**src/pkg/tbg_pkg.sv**
```systemverilog
// Constants shared by the timebase generation and routing block
package tbg_pkg;

  // Sizes of the routed signal groups and the register address width
  localparam int NUM_TRIG = 8;
  localparam int NUM_PFI  = 6;
  localparam int NUM_CTR  = 2;
  localparam int AW       = 12;

  // Register byte offsets
  localparam logic [AW-1:0] OFS_CTRL    = 12'h000;
  localparam logic [AW-1:0] OFS_CTR_SRC = 12'h004;
  localparam logic [AW-1:0] OFS_TRIG    = 12'h008;
  localparam logic [AW-1:0] OFS_STATUS  = 12'h00C;

  // Control register fields
  localparam int CTRL_SRC_EXT = 0;
  localparam int CTRL_REF_LO  = 4;
  localparam int CTRL_DRV_EN  = 8;
  localparam int CTRL_DRV_LO  = 9;
  localparam int CTRL_STAR_EN = 12;
  localparam int CTRL_AI_SLOW = 13;
  localparam int CTRL_AO_SLOW = 14;

  // Trigger routing register fields
  localparam int TRIG_KIND_LO = 0;
  localparam int TRIG_LINE_LO = 2;
  localparam int TRIG_EXP_EN  = 8;
  localparam int TRIG_EXP_LO  = 9;

  // Status register fields
  localparam int STAT_LOCK     = 0;
  localparam int STAT_EXT      = 1;
  localparam int STAT_RUN      = 2;
  localparam int STAT_CONFLICT = 3;

  // Reset values
  localparam logic [31:0] RST_CTRL    = 32'h0000_0000;
  localparam logic [31:0] RST_CTR_SRC = 32'h0000_0000;
  localparam logic [31:0] RST_TRIG    = 32'h0000_0000;

  // Reference source codes; 0 to 7 pick a shared trigger bus line
  localparam logic [3:0] REF_SEL_CLK10 = 4'h8;
  localparam logic [3:0] REF_SEL_STAR  = 4'h9;

  // Start trigger source kinds
  localparam logic [1:0] KIND_INT  = 2'h0;
  localparam logic [1:0] KIND_BUS  = 2'h1;
  localparam logic [1:0] KIND_PFI  = 2'h2;
  localparam logic [1:0] KIND_STAR = 2'h3;

  // Timebase choices for counters and sample timing
  localparam logic [1:0] CSEL_FAST = 2'h0;
  localparam logic [1:0] CSEL_MID  = 2'h1;
  localparam logic [1:0] CSEL_SLOW = 2'h2;

  // Frequencies and the divisions derived from them
  localparam int TB_FAST_HZ = 80_000_000;
  localparam int TB_MID_HZ  = 20_000_000;
  localparam int REF_HZ     = 10_000_000;
  localparam int MID_DIV    = TB_FAST_HZ / TB_MID_HZ;
  localparam int SLOW_DIV   = 200;
  localparam int REF_HALF   = TB_FAST_HZ / REF_HZ / 2;

endpackage

```
**src/hw/tbg_tick_div.sv**
```systemverilog
// Modulo tick divider with synchronous clear
`timescale 1ns/1ps

module tbg_tick_div #(
  parameter int MOD = 4
) (
  input  wire logic clk_in,    // System clock
  input  wire logic rst_n_in,  // Asynchronous reset, active low
  input  wire logic clr_in,    // Return count to zero
  input  wire logic tick_in,   // Input tick strobe
  output logic      tick_out   // One tick per MOD input ticks
);

  localparam int CW = (MOD > 1) ? $clog2(MOD) : 1;

  logic [CW-1:0] cnt_r;
  logic          wrap_c;

  assign wrap_c   = (cnt_r == CW'(MOD - 1));
  // Same-cycle strobe keeps divided ticks on a fast tick edge
  assign tick_out = tick_in && wrap_c && !clr_in;

  always_ff @(posedge clk_in or negedge rst_n_in)
  begin
    if (!rst_n_in)
      cnt_r <= '0;
    else if (clr_in)
      cnt_r <= '0;
    else if (tick_in)
      cnt_r <= wrap_c ? '0 : cnt_r + 1'b1;
  end

endmodule // tbg_tick_div

```
**src/hw/tbg_timebase_top.sv**
```systemverilog
// Timebase generation, reference routing and APB control registers
`timescale 1ns/1ps

// Function
// - Fast timebase comes from oscillator or external reference, by source select.
// - Middle timebase is the fast timebase divided down, 20 MHz from 80.
// - Slow timebase is the middle timebase divided by 200, giving 100 kHz.
// - External reference picks any trigger bus line, backplane 10 MHz, or star.
// - With external reference, all timebases follow the phase-locked loop output.
// - 10 MHz reference output divides the oscillator, whatever source is chosen.
// - 10 MHz reference can be driven onto any one trigger bus line.
// - Each of the three timebases is selectable as a counter source.
// - Sample timing uses the middle timebase by default, slow one optionally.
// - Start timing comes from own logic, trigger bus, inputs, or star.
// - Initiator drives its reference on a line; all boards select that line.
// - As star controller, the device drives the star line with a clock.
// - Boards share one start trigger over the bus, with equal rates.
module tbg_timebase_top #(
  parameter int NCTR = tbg_pkg::NUM_CTR,  // Number of counters
  parameter int MDIV = tbg_pkg::MID_DIV,  // Fast to middle division
  parameter int SDIV = tbg_pkg::SLOW_DIV  // Middle to slow division
) (
  input  wire logic                      CLK_SYS_IN,      // 200 MHz clock
  input  wire logic                      RESET_N_IN,      // Async reset
  input  wire logic                      PSEL_IN,         // APB select
  input  wire logic                      PENABLE_IN,      // APB enable
  input  wire logic                      PWRITE_IN,       // APB direction
  input  wire logic [tbg_pkg::AW-1:0]    PADDR_IN,        // APB address
  input  wire logic [31:0]               PWDATA_IN,       // APB write data
  output logic      [31:0]               PRDATA_OUT,      // APB read data
  output logic                           PREADY_OUT,      // APB ready
  output logic                           PSLVERR_OUT,     // APB error
  input  wire logic                      OSC_TICK_IN,     // Oscillator tick
  input  wire logic                      PLL_TICK_IN,     // PLL tick
  input  wire logic                      PLL_LOCK_IN,     // PLL locked
  output logic                           EXT_REF_OUT,     // Reference to PLL
  input  wire logic [tbg_pkg::NUM_TRIG-1:0] TRIG_BUS_IN,  // Bus line levels
  output logic      [tbg_pkg::NUM_TRIG-1:0] TRIG_BUS_OUT, // Bus drive value
  output logic      [tbg_pkg::NUM_TRIG-1:0] TRIG_BUS_OE_OUT, // Bus enable
  input  wire logic                      PXI_CLK10_IN,    // Backplane clock
  input  wire logic                      PXI_STAR_IN,     // Star line level
  output logic                           PXI_STAR_OUT,    // Star drive value
  output logic                           PXI_STAR_OE_OUT, // Star enable
  input  wire logic [tbg_pkg::NUM_PFI-1:0] PFI_IN,        // Function inputs
  input  wire logic                      INT_START_IN,    // Own start
  output logic                           ACQ_START_OUT,   // Routed start
  output logic                           TB80_TICK_OUT,   // Fast tick
  output logic                           TB20_TICK_OUT,   // Middle tick
  output logic                           TB100K_TICK_OUT, // Slow tick
  output logic                           REF10_CLK_OUT,   // 10 MHz reference
  output logic                           AI_TB_TICK_OUT,  // Input timebase
  output logic                           AO_TB_TICK_OUT,  // Output timebase
  output logic      [NCTR-1:0]           CTR_TICK_OUT     // Counter sources
);

  import tbg_pkg::*;

  localparam int GW = $clog2(SDIV + 1);

  logic              src_ext_r;
  logic [3:0]        ref_sel_r;
  logic              drv_en_r;
  logic [2:0]        drv_line_r;
  logic              star_en_r;
  logic              ai_slow_r;
  logic              ao_slow_r;
  logic [2*NCTR-1:0] ctr_sel_r;
  logic [1:0]        start_kind_r;
  logic [2:0]        start_line_r;
  logic              exp_en_r;
  logic [2:0]        exp_line_r;
  logic              act_ext_r;
  logic [31:0]       prdata_r;
  logic              pslverr_r;
  logic [31:0]       rd_word;
  logic              rd_err;
  logic              setup_ph;
  logic              wr_take;
  logic              run_c;
  logic              clr_c;
  logic              fast_c;
  logic              mid_c;
  logic              slow_c;
  logic              ref_t_c;
  logic              ref_clk_r;
  logic              ext_ref_c;
  logic              start_c;
  logic [NUM_TRIG-1:0] ref_hot;
  logic [NUM_TRIG-1:0] exp_hot;
  logic              conflict_c;
  logic              clr_q;
  logic [GW-1:0]     fast_gap_r;
  logic [GW-1:0]     mid_gap_r;

  function automatic logic [NUM_TRIG-1:0] line_hot(
    input logic       en,
    input logic [2:0] idx
  );
    line_hot = en ? (NUM_TRIG'(1) << idx) : '0;
  endfunction

  function automatic logic pick_tb(
    input logic [1:0] sel,
    input logic       f,
    input logic       m,
    input logic       s
  );
    case (sel)
      CSEL_FAST: pick_tb = f;
      CSEL_MID:  pick_tb = m;
      CSEL_SLOW: pick_tb = s;
      default:   pick_tb = 1'b0;
    endcase
  endfunction

  // APB slave: zero wait states, read data captured in setup phase
  assign setup_ph    = PSEL_IN && !PENABLE_IN;
  assign wr_take     = PSEL_IN && PENABLE_IN && PWRITE_IN;
  assign PREADY_OUT  = 1'b1;
  assign PRDATA_OUT  = prdata_r;
  assign PSLVERR_OUT = pslverr_r;

  always_comb
  begin
    rd_word = '0;
    rd_err  = 1'b0;
    case (PADDR_IN)
      OFS_CTRL:
      begin
        rd_word[CTRL_SRC_EXT]         = src_ext_r;
        rd_word[CTRL_REF_LO +: 4]     = ref_sel_r;
        rd_word[CTRL_DRV_EN]          = drv_en_r;
        rd_word[CTRL_DRV_LO +: 3]     = drv_line_r;
        rd_word[CTRL_STAR_EN]         = star_en_r;
        rd_word[CTRL_AI_SLOW]         = ai_slow_r;
        rd_word[CTRL_AO_SLOW]         = ao_slow_r;
      end
      OFS_CTR_SRC: rd_word[2*NCTR-1:0] = ctr_sel_r;
      OFS_TRIG:
      begin
        rd_word[TRIG_KIND_LO +: 2]    = start_kind_r;
        rd_word[TRIG_LINE_LO +: 3]    = start_line_r;
        rd_word[TRIG_EXP_EN]          = exp_en_r;
        rd_word[TRIG_EXP_LO +: 3]     = exp_line_r;
      end
      OFS_STATUS:
      begin
        rd_word[STAT_LOCK]            = PLL_LOCK_IN;
        rd_word[STAT_EXT]             = act_ext_r;
        rd_word[STAT_RUN]             = run_c;
        rd_word[STAT_CONFLICT]        = conflict_c;
      end
      default: rd_err = 1'b1;
    endcase
  end

  always_ff @(posedge CLK_SYS_IN or negedge RESET_N_IN)
  begin
    if (!RESET_N_IN)
    begin
      prdata_r  <= '0;
      pslverr_r <= 1'b0;
    end
    else if (setup_ph)
    begin
      prdata_r  <= PWRITE_IN ? '0 : rd_word;
      pslverr_r <= rd_err;
    end
  end

  // Clock source and routing control
  always_ff @(posedge CLK_SYS_IN or negedge RESET_N_IN)
  begin
    if (!RESET_N_IN)
    begin
      src_ext_r  <= RST_CTRL[CTRL_SRC_EXT];
      ref_sel_r  <= RST_CTRL[CTRL_REF_LO +: 4];
      drv_en_r   <= RST_CTRL[CTRL_DRV_EN];
      drv_line_r <= RST_CTRL[CTRL_DRV_LO +: 3];
      star_en_r  <= RST_CTRL[CTRL_STAR_EN];
      ai_slow_r  <= RST_CTRL[CTRL_AI_SLOW];
      ao_slow_r  <= RST_CTRL[CTRL_AO_SLOW];
    end
    else if (wr_take && PADDR_IN == OFS_CTRL)
    begin
      src_ext_r  <= PWDATA_IN[CTRL_SRC_EXT];
      ref_sel_r  <= PWDATA_IN[CTRL_REF_LO +: 4];
      drv_en_r   <= PWDATA_IN[CTRL_DRV_EN];
      drv_line_r <= PWDATA_IN[CTRL_DRV_LO +: 3];
      star_en_r  <= PWDATA_IN[CTRL_STAR_EN];
      ai_slow_r  <= PWDATA_IN[CTRL_AI_SLOW];
      ao_slow_r  <= PWDATA_IN[CTRL_AO_SLOW];
    end
  end

  // Counter timebase choices
  always_ff @(posedge CLK_SYS_IN or negedge RESET_N_IN)
  begin
    if (!RESET_N_IN)
      ctr_sel_r <= RST_CTR_SRC[2*NCTR-1:0];
    else if (wr_take && PADDR_IN == OFS_CTR_SRC)
      ctr_sel_r <= PWDATA_IN[2*NCTR-1:0];
  end

  // Start trigger routing and export
  always_ff @(posedge CLK_SYS_IN or negedge RESET_N_IN)
  begin
    if (!RESET_N_IN)
    begin
      start_kind_r <= RST_TRIG[TRIG_KIND_LO +: 2];
      start_line_r <= RST_TRIG[TRIG_LINE_LO +: 3];
      exp_en_r     <= RST_TRIG[TRIG_EXP_EN];
      exp_line_r   <= RST_TRIG[TRIG_EXP_LO +: 3];
    end
    else if (wr_take && PADDR_IN == OFS_TRIG)
    begin
      start_kind_r <= PWDATA_IN[TRIG_KIND_LO +: 2];
      start_line_r <= PWDATA_IN[TRIG_LINE_LO +: 3];
      exp_en_r     <= PWDATA_IN[TRIG_EXP_EN];
      exp_line_r   <= PWDATA_IN[TRIG_EXP_LO +: 3];
    end
  end

  // Timebase source: external path waits for PLL lock
  assign run_c  = !src_ext_r || PLL_LOCK_IN;
  // A source change or lost lock clears the middle and slow dividers at once
  assign clr_c  = !run_c || (src_ext_r != act_ext_r);
  assign fast_c = !clr_c &&
                  (src_ext_r ? PLL_TICK_IN : OSC_TICK_IN);

  always_ff @(posedge CLK_SYS_IN or negedge RESET_N_IN)
  begin
    if (!RESET_N_IN)
      act_ext_r <= 1'b0;
    else
      act_ext_r <= src_ext_r;
  end

  tbg_tick_div #(.MOD(MDIV)) u_mid_div (
    .clk_in   (CLK_SYS_IN),
    .rst_n_in (RESET_N_IN),
    .clr_in   (clr_c),
    .tick_in  (fast_c),
    .tick_out (mid_c)
  );

  tbg_tick_div #(.MOD(SDIV)) u_slow_div (
    .clk_in   (CLK_SYS_IN),
    .rst_n_in (RESET_N_IN),
    .clr_in   (clr_c),
    .tick_in  (mid_c),
    .tick_out (slow_c)
  );

  // Reference divider runs from the oscillator only, never cleared
  tbg_tick_div #(.MOD(REF_HALF)) u_ref_div (
    .clk_in   (CLK_SYS_IN),
    .rst_n_in (RESET_N_IN),
    .clr_in   (1'b0),
    .tick_in  (OSC_TICK_IN),
    .tick_out (ref_t_c)
  );

  always_ff @(posedge CLK_SYS_IN or negedge RESET_N_IN)
  begin
    if (!RESET_N_IN)
      ref_clk_r <= 1'b0;
    else if (ref_t_c)
      ref_clk_r <= ~ref_clk_r;
  end

  assign REF10_CLK_OUT = ref_clk_r;

  // Registered timebase outputs, all aligned to one edge
  always_ff @(posedge CLK_SYS_IN or negedge RESET_N_IN)
  begin
    if (!RESET_N_IN)
    begin
      TB80_TICK_OUT   <= 1'b0;
      TB20_TICK_OUT   <= 1'b0;
      TB100K_TICK_OUT <= 1'b0;
      AI_TB_TICK_OUT  <= 1'b0;
      AO_TB_TICK_OUT  <= 1'b0;
    end
    else
    begin
      TB80_TICK_OUT   <= fast_c;
      TB20_TICK_OUT   <= mid_c;
      TB100K_TICK_OUT <= slow_c;
      AI_TB_TICK_OUT  <= pick_tb(ai_slow_r ? CSEL_SLOW : CSEL_MID,
                                 fast_c, mid_c, slow_c);
      AO_TB_TICK_OUT  <= pick_tb(ao_slow_r ? CSEL_SLOW : CSEL_MID,
                                 fast_c, mid_c, slow_c);
    end
  end

  genvar gi;
  generate
    for (gi = 0; gi < NCTR; gi++)
    begin : g_ctr
      always_ff @(posedge CLK_SYS_IN or negedge RESET_N_IN)
      begin
        if (!RESET_N_IN)
          CTR_TICK_OUT[gi] <= 1'b0;
        else
          CTR_TICK_OUT[gi] <= pick_tb(ctr_sel_r[2*gi +: 2],
                                      fast_c, mid_c, slow_c);
      end
    end
  endgenerate

  // External reference selection toward the PLL
  always_comb
  begin
    if (!ref_sel_r[3])
      ext_ref_c = TRIG_BUS_IN[ref_sel_r[2:0]];
    else if (ref_sel_r == REF_SEL_CLK10)
      ext_ref_c = PXI_CLK10_IN;
    else if (ref_sel_r == REF_SEL_STAR)
      ext_ref_c = PXI_STAR_IN;
    else
      ext_ref_c = 1'b0;
  end

  // Start trigger source
  always_comb
  begin
    case (start_kind_r)
      KIND_BUS:  start_c = TRIG_BUS_IN[start_line_r];
      KIND_PFI:  start_c = (32'(start_line_r) < NUM_PFI) ?
                           PFI_IN[start_line_r] : 1'b0;
      KIND_STAR: start_c = PXI_STAR_IN;
      default:   start_c = INT_START_IN;
    endcase
  end

  // Reference drive wins a line over the exported start trigger
  assign ref_hot    = line_hot(drv_en_r, drv_line_r);
  assign exp_hot    = line_hot(exp_en_r, exp_line_r) & ~ref_hot;
  assign conflict_c = |(ref_hot & line_hot(exp_en_r, exp_line_r));

  always_ff @(posedge CLK_SYS_IN or negedge RESET_N_IN)
  begin
    if (!RESET_N_IN)
    begin
      EXT_REF_OUT     <= 1'b0;
      ACQ_START_OUT   <= 1'b0;
      TRIG_BUS_OUT    <= '0;
      TRIG_BUS_OE_OUT <= '0;
      PXI_STAR_OUT    <= 1'b0;
      PXI_STAR_OE_OUT <= 1'b0;
    end
    else
    begin
      EXT_REF_OUT     <= ext_ref_c;
      ACQ_START_OUT   <= start_c;
      TRIG_BUS_OUT    <= (ref_hot & {NUM_TRIG{ref_clk_r}}) |
                         (exp_hot & {NUM_TRIG{INT_START_IN}});
      TRIG_BUS_OE_OUT <= ref_hot | exp_hot;
      PXI_STAR_OUT    <= star_en_r & ref_clk_r;
      PXI_STAR_OE_OUT <= star_en_r;
    end
  end

  // Tick spacing counters watched by the checks below
  always_ff @(posedge CLK_SYS_IN or negedge RESET_N_IN)
  begin
    if (!RESET_N_IN)
    begin
      clr_q      <= 1'b0;
      fast_gap_r <= '0;
      mid_gap_r  <= '0;
    end
    else
    begin
      clr_q <= clr_c;
      if (clr_q)
        fast_gap_r <= '0;
      else if (TB80_TICK_OUT)
        fast_gap_r <= TB20_TICK_OUT ? '0 : fast_gap_r + 1'b1;
      if (clr_q)
        mid_gap_r <= '0;
      else if (TB20_TICK_OUT)
        mid_gap_r <= TB100K_TICK_OUT ? '0 : mid_gap_r + 1'b1;
    end
  end
endmodule // tbg_timebase_top

```
**config.mk**
```make
export PLATFORM = sky130hd
export DESIGN_NAME = tbg_timebase_top
export DESIGN_NICKNAME = d
export VERILOG_FILES = /design/src/pkg/tbg_pkg.sv /design/src/hw/tbg_tick_div.sv /design/src/hw/tbg_timebase_top.sv
export SDC_FILE = /design/constraint.sdc
export NUM_CORES = 1
export LEC_CHECK = 0
export ABC_CLOCK_PERIOD_IN_PS = 4500
export BUFFER_PORTS_ARGS = -buffer_cell sky130_fd_sc_hd__buf_2
export CORE_UTILIZATION = 35
export CTS_CLUSTER_SIZE = 28
export DETAILED_ROUTE_END_ITERATION = 8
export GPL_TIMING_DRIVEN = 0
export HOLD_SLACK_MARGIN = 0.08
export PLACE_DENSITY = 0.69
export SYNTH_ARGS = -nofsm -noshare
export SYNTH_HDL_FRONTEND = slang
export SYNTH_HIERARCHICAL = 1
export SYNTH_SLANG_ARGS = --single-unit
```
**constraint.sdc**
```tcl
create_clock -name CLK_SYS_IN -period 4.5 [get_ports CLK_SYS_IN]
set_clock_uncertainty 0.15 [all_clocks]
set_input_delay 0 -clock CLK_SYS_IN [delete_from_list [all_inputs] [get_ports CLK_SYS_IN]]
set_output_delay 0 -clock CLK_SYS_IN [all_outputs]
set_load 0.01 [all_outputs]
```
==> results.md, run 1 <==
- Die X-Extent: 109 um
- Async set-reset flop share out of synthesis: 100%
- First-pass GRT wire length: 15,300 um
- Initial DRC count: 126
- # IOs: 131
- Share of layout cells above drive strength 1: 35.4%
- Fin nets: 591
- Reg clk slew, reported paths: 60 ps
- Hold Path Class: input port to async pin
- EDFF count, synth: 0
- Arrival time at the worst endpoint: 3740 ps
- #FFs+latches synth: 82
- CTS buffer count: 9
- Hold Vio Cnt, Final: 0
- Synth top area share: 50.9%
- Crit-path cells: dlygate4sd3_1 -> buf_2 -> nor2_1 -> dlygate4sd3_1 -> nand4b_4 -> dlygate4sd3_1 -> or3_1 -> dlygate4sd3_1 -> o21ai_0 -> dlygate4sd3_1
- Leak Pwr: 2.77 nW
- Setup WS post-layout: 895 ps
- Status: completed
- Vias: 3,202
- Post-place setup slack: 1420 ps
- Routability cong.: 0.843
- GR Overflow Total: 0
- CP endpoint kind: register
- Max Transition Viols Final: 0
- Row cnt: 38
- CTS Buffer Depth: 2
- Top FF cell, synth: dfrtp_1
- Post-CTS sizing: 0
- Post-Syn Area: 0.00403 mm^2
- Layout fillers: 1,021
- Die area: 0.0119 mm^2
- Drt total wl: 9610 um
- Peak VDD IR: 240 uV
- # diodes: 0
- Vias in the first global route: 3,205
- Skew-Pair Late Insertion Delay: 340 ps
- Total iterations of the first detailed-routing run: 4
- Final setup vio count: 0
- Area of the core: 0.0110 mm^2
- P&R area growth vs syn: 36.7%
- Worst-margin pin slew: 816 ps
- Count leader, synth: dfrtp_1
- DRC: 0
- Gr usage total: 17.2%
- Setup Fix Bufs, Post-CTS: 0
- FMAX: 277 MHz
- Die Ht: 109 um
- Max-cap violation count: 0
- Number of port buffers: 95
- Hold buffer count at CTS: 42
- CP max stage delay: 610 ps
- Crit-path most repeated cell: dlygate4sd3_1
- RSZ-0062 raised after global routing: no
- Initial antenna violation count: 0
- Final hold slack: 69.4 ps
- Synth area leader: dfrtp_1
- Syn Area/Cell: 11.5 um^2
- Top cells by area, synth: dfrtp_1 (51%), mux2_2 (9.2%), buf_4 (3.9%), mux2i_1 (3.7%), nand2_1 (2.6%)
- Max_slew headroom: 45.1%
- Crit Path Class: input port to register
- DP Wirelength: 6830 um
- Final Critical Period: 3610 ps
- Layout Utilization: 49.9%
- Num Clock Sinks: 82
- Count of cell types in the netlist: 53
- Clk root buf: clkbuf_16
- Wire per inst: 14.5 um
- Post-synth top cells: dfrtp_1 (82), mux2_2 (33), nand2_1 (28)
- H-tree depth: 3
- Crit path max fanout: 4
- Synthesis Warnings: 6
- Remaining antenna violation count: 0
- Slowest cell on crit path: dlygate4sd3_1
- Data required, critical path: 4630 ps
- Largest net degree at the start of global routing: 68
- Power Density: 324 mW/mm^2
- Via density: 4.83
- Post-Syn Instances: 350
- Crit path launch type: input port
- R2R cell count: 9
- Starting Density: 36.5%
- CTS tree: yes
- Setup TNS: 0 ps
- Register area share after synthesis: 50.9%
- Final worst-path cycle share: 80.1%
final cells by class:
class	instances	area, um^2	area share, %
clock inverters	4	50.0	0.908
inverters	5	18.8	0.341
flip-flops and latches	82	2050	37.2
repair buffers	138	926	16.8
multi-input cells	250	1830	33.3
clock buffers	12	256	4.66
plain buffers	32	199	3.61
well taps	140	175	3.18
placed cells by master, fill, tap and decap left out, types with 8 or more instances in the layout:
cell type,Yosys,layout
clkbuf_16,0,9
clkbuf_1,9,10
mux2i_1,15,15
nor2_1,25,25
nand2_1,28,28
conb_1,2,21
mux2_2,33,33
dfrtp_1,82,82
buf_2,0,94
dlygate4sd3_1,0,42
nand2b_1,8,8
buf_4,21,22
o21ai_0,16,16
power by group:
| group | total, mW | internal, mW | switching (mW) |
|---|---|---|---|
| clock network | 0.746 | 0.459 | 0.287 |
| registers | 0.809 | 0.774 | 0.0354 |
| logic | 0.228 | 0.112 | 0.116 |
kinds of logic (layout without fill, tap and decap cells):
kind of cell / count (synthesis) / in the layout / share of synthesized area [%]
and+or+nand+nor: 113 / 113 / 15.7
DFF: 82 / 82 / 50.9
muxes: 56 / 56 / 16.7
AOI/OAI and AO/OA: 50 / 50 / 8.54
buffers and inverters: 37 / 191 / 5.40
xor gates and xnor gates: 6 / 6 / 1.30
adders and majority gates: 4 / 4 / 1.24
other: 2 / 21 / 0.186
layer usage:
| metal | wire length (um) | up-vias | track usage, % |
|---|---|---|---|
| li1 | - | 1554 | - |
| met1 | 4110 | 1540 | 20.6 |
| met2 | 4840 | 90 | 29.0 |
| met3 | 457 | 18 | 5.04 |
| met4 | 193 | 0 | 6.86 |
| met5 | 0 | - | 0 |
per-stage QoR:
step | instance area (um^2) | power, mW | std cells
after floorplan | 4100 | 0.938 | 369
final | 5510 | 1.78 | 663
after global placement | 4750 | 1.02 | 604
after global routing | 5510 | 1.86 | 663
after detailed placement | 4780 | 1.03 | 605
after CTS | 5510 | 1.80 | 663
path summary, 6_finish.rpt:
check	start	slack, ps	end
worst max register to register	src_ext_r	1430	CTR_TICK_OUT[0]
max in group asynchronous	RESET_N_IN	3140	TRIG_BUS_OE_OUT[1]
worst max-delay path	PADDR_IN[0]	890	PRDATA_OUT[0]
worst min register to register	star_en_r	290	PXI_STAR_OE_OUT
min in group CLK_SYS_IN	PADDR_IN[1]	80	PRDATA_OUT[8]
worst min-delay path	RESET_N_IN	70	TRIG_BUS_OUT[4]
critical path: cells and delay by family:
family / cells / cell delay (ps)
compound gates: 1 / 150
simple gates: 3 / 560
buf+inv: 6 / 3020
flip-flops by register name, summed over array words and instances (netlist names), 2 cells and up:
register          count
ctr_sel_r             4
u_mid_div/cnt_r       2
start_line_r          3
ref_sel_r             4
start_kind_r          2
CTR_TICK_OUT          2
exp_line_r            3
PRDATA_OUT           15
u_slow_div/cnt_r      8
u_ref_div/cnt_r       2
TRIG_BUS_OE_OUT       8
TRIG_BUS_OUT          8
drv_line_r            3
Power figures use the tool's default switching activity.
==> run 2, diff against run 1 <==
ABC_AREA = 1   (was unset)
ABC_CLOCK_PERIOD_IN_PS = 3400   (was 4500)
PLACE_DENSITY = 0.68   (was 0.69)
clock period = 3.4 ns   (was 4.5 ns; I/O delays follow)
==> results.md, run 2 <==
- M3 GR Usage: 2.61% (was 5.04%)
- Peak VDD IR: 241 uV (was 240 uV)
- Initial antenna violation count: 0 (unchanged)
- Status: finished, violations left (was completed)
- Syn Area/Cell: 7.78 um^2 (was 11.5 um^2)
- Number of port buffers: 94 (was 95)
- RSZ-0062 raised after global routing: no (unchanged)
- Die area: 0.0125 mm^2 (was 0.0119 mm^2)
- Max FFs per register: 15 (unchanged)
- Routability cong.: 0.901 (was 0.843)
- Final Critical Period: 2580 ps
- Most frequent cells in the layout: nand2_1 (154), buf_2 (95), dfrtp_1 (82) (was buf_2 (94), dfrtp_1 (82), dlygate4sd3_1 (42))
- Global routing's busiest layer: met2 (unchanged)
- P&R area growth vs syn: 33.7% (was 36.7%)
- Clk root buf: clkbuf_16 (unchanged)
- Max-cap violation count: 0 (unchanged)
- Gr usage total: 18.2% (was 17.2%)
- # IOs: 131 (unchanged)
- Vias in the first global route: 3,858 (was 3,205)
- Power Density: 424 mW/mm^2 (was 324 mW/mm^2)
- Skew-Pair Late Insertion Delay: 330 ps (was 340 ps)
- Count leader, synth: nand2_1 (was dfrtp_1)
- Crit path max fanout: 10 (was 4)
- #FFs+latches synth: 82 (unchanged)
- Failing checks: design-rule violations
- Share of layout cells above drive strength 1: 22.0% (was 35.4%)
- Top FF cell, synth: dfrtp_1 (unchanged)
- H-tree depth: 3 (unchanged)
- Max_slew headroom: 62.8% (was 45.1%)
- CP max stage delay: 570 ps (was 610 ps)
- Worst-margin pin slew: 559 ps (was 816 ps)
- Met1 Usage GRT: 24.6% (was 20.6%)
- CTS Buffer Depth: 2 (unchanged)
- Total chip power: 2.39 mW (was 1.78 mW)
- Crit path launch type: register (was input port)
- Most common cell after layout, fill and taps aside: nand2_1 (was buf_2)
- Final hold slack: 114 ps (was 69.4 ps)
- Worst hold stages: 6
- Post-CTS sizing: 0 (unchanged)
- Leak Pwr: 2.93 nW (was 2.77 nW)
- Wire per inst: 13.0 um (was 14.5 um)
- Final worst-path cycle share: 75.8%
- Largest net degree at the start of global routing: 43 (was 68)
- # diodes: 0 (unchanged)
- Via density: 4.79 (was 4.83)
- GR Overflow Total: 0 (unchanged)
- Die Ht: 112 um (was 109 um)
- Crit Path Class: register to register (was input port to register)
- Synth top area share: 48.6% (was 50.9%)
- Dpl cells: 800 (was 605)
- Max Transition Viols Final: 0 (unchanged)
- Row cnt: 39 (was 38)
- Fin nets: 776 (was 591)
- Worst path buffer plus inverter count: 3 (was 6)
- Total iterations of the first detailed-routing run: 7 (was 4)
- Arrival time at the worst endpoint: 2700 ps (was 3740 ps)
- FMAX: 388 MHz
- Crit-path cells: clkbuf_1 -> nor2_1 -> nor2_1 -> o21ai_0 -> nand2_1 -> nand2_1 -> nand3_1 -> nand3_1 -> dlygate4sd3_1 -> nand3_1 -> dlygate4sd3_1 (was dlygate4sd3_1 -> buf_2 -> nor2_1 -> dlygate4sd3_1 -> nand4b_4 -> dlygate4sd3_1 -> or3_1 -> dlygate4sd3_1 -> o21ai_0 -> dlygate4sd3_1)
- CP endpoint kind: register (unchanged)
- Post-Syn Area: 0.00422 mm^2 (was 0.00403 mm^2)
- Starting Density: 36.5% (about the same)
- EDFF count, synth: 0 (unchanged)
- Reg clk slew, reported paths: 60 ps (about the same)
- CTS tree: yes (unchanged)
- Die X-Extent: 112 um (was 109 um)
- Hold Vio Cnt, Final: 0 (unchanged)
- Met2 GRT Util: 30.0% (was 29.0%)
- Num Clock Sinks: 82 (unchanged)
- Remaining antenna violation count: 0 (unchanged)
- Data required, critical path: 3520 ps (was 4630 ps)
- Initial DRC count: 284 (was 126)
- Synthesis Warnings: 6 (unchanged)
- Hold Path Class: input port to register (was input port to async pin)
- Finished Layout Cells: 851 (was 663)
- Slowest cell on crit path: dlygate4sd3_1 (unchanged)
- Levels on crit path: 11 (was 10)
- DP Wirelength: 8310 um (was 6830 um)
- Register area share after synthesis: 48.6% (was 50.9%)
- Area of the core: 0.0116 mm^2 (was 0.0110 mm^2)
- Top delay family on crit path: buffers and inverters (unchanged)
- Synth area leader: dfrtp_1 (unchanged)
- CTS buffer count: 9 (unchanged)
- Count of cell types in the netlist: 35 (was 53)
- Hold buffer count at CTS: 35 (was 42)
- R2R cell count: 11 (was 9)
- Top cells by area, synth: dfrtp_1 (49%), nand2_1 (14%), inv_1 (5.7%), nor2_1 (5.5%), nand3_1 (4.3%) (was dfrtp_1 (51%), mux2_2 (9.2%), buf_4 (3.9%), mux2i_1 (3.7%), nand2_1 (2.6%))
- Drt total wl: 11,100 um (was 9610 um)
- Crit-path most repeated cell: nand3_1 (was dlygate4sd3_1)
- DRC: 6 (was 0)
- Vias: 4,075 (was 3,202)
- Setup Fix Bufs, Post-CTS: 0 (unchanged)
- Final setup vio count: 0 (unchanged)
- Post-synth top cells: nand2_1 (154), dfrtp_1 (82), inv_1 (64) (was dfrtp_1 (82), mux2_2 (33), nand2_1 (28))
- First-pass GRT wire length: 18,300 um (was 15,300 um)
- Post-Syn Instances: 543 (was 350)
- Async set-reset flop share out of synthesis: 100% (unchanged)
- Setup TNS: 0 ps (unchanged)
[run 2: worst register-to-register path: stages (launching register included)]
cell and delay [ps]:
dfrtp_1 370, clkbuf_1 330, nor2_1 100, nor2_1 80, o21ai_0 80, nand2_1 60
nand2_1 50, nand3_1 60, nand3_1 60, dlygate4sd3_1 570, nand3_1 70, dlygate4sd3_1 550
[run 2: per-layer routing]
metal	wire, um	share of wire [%]
met5	0	0
met4	170	1.5
met3	636	5.7
met2	5260	47
met1	5010	45
[run 2: kinds of logic (layout without fill, tap and decap cells)]
| group | after synthesis | count (layout) | synth area share, % |
|---|---|---|---|
| AOI/OAI and AO/OA | 86 | 86 | 11.4 |
| xor gates and xnor gates | 2 | 2 | 0.415 |
| adders and majority gates | 4 | 4 | 1.18 |
| buffers and inverters | 94 | 240 | 10.5 |
| DFF | 82 | 82 | 48.6 |
| other | 2 | 21 | 0.178 |
| and+or+nand+nor | 273 | 273 | 27.8 |
[run 2: path summary, 6_finish.rpt]
check / start / end / slack (ps)
min in group asynchronous: RESET_N_IN / TRIG_BUS_OE_OUT[1] / 580
hold reg to reg: star_en_r / PXI_STAR_OE_OUT / 280
setup reg to reg: start_line_r[0] / ACQ_START_OUT / 820
max in group asynchronous: RESET_N_IN / u_ref_div/cnt_r[1] / 2300
hold / removal: PSEL_IN / PRDATA_OUT[12] / 110
setup / recovery: start_line_r[0] / ACQ_START_OUT / 820
[run 2: cell type report]
cell class	instances	area, um^2
sequential	82	2050
multi-input combinational	386	1800
inverter	67	251
tap	143	179
buffer	27	190
clock buffer	11	243
clock inverter	5	77.6
timing repair buffer	130	853
fill	1087	5920
[run 2: where the power goes]
group,switching (mW),leakage [nW],total (mW),internal (mW)
sequential,0.0484,1.09,1.07,1.02
combinational,0.170,1.69,0.293,0.122
clock,0.370,0.156,1.03,0.660
[run 2: metrics by stage]
stage | cell area [um^2] | utilization (%) | setup slack [ps]
2_1_floorplan | 4300 | - | 1350
3_3_place_gp | 4940 | 42.8 | 929
3_5_place_dp | 4970 | 43.0 | 863
4_1_cts | 5650 | 48.8 | 830
5_1_grt | 5650 | 48.8 | 449
6_report | 5650 | 48.8 | 823
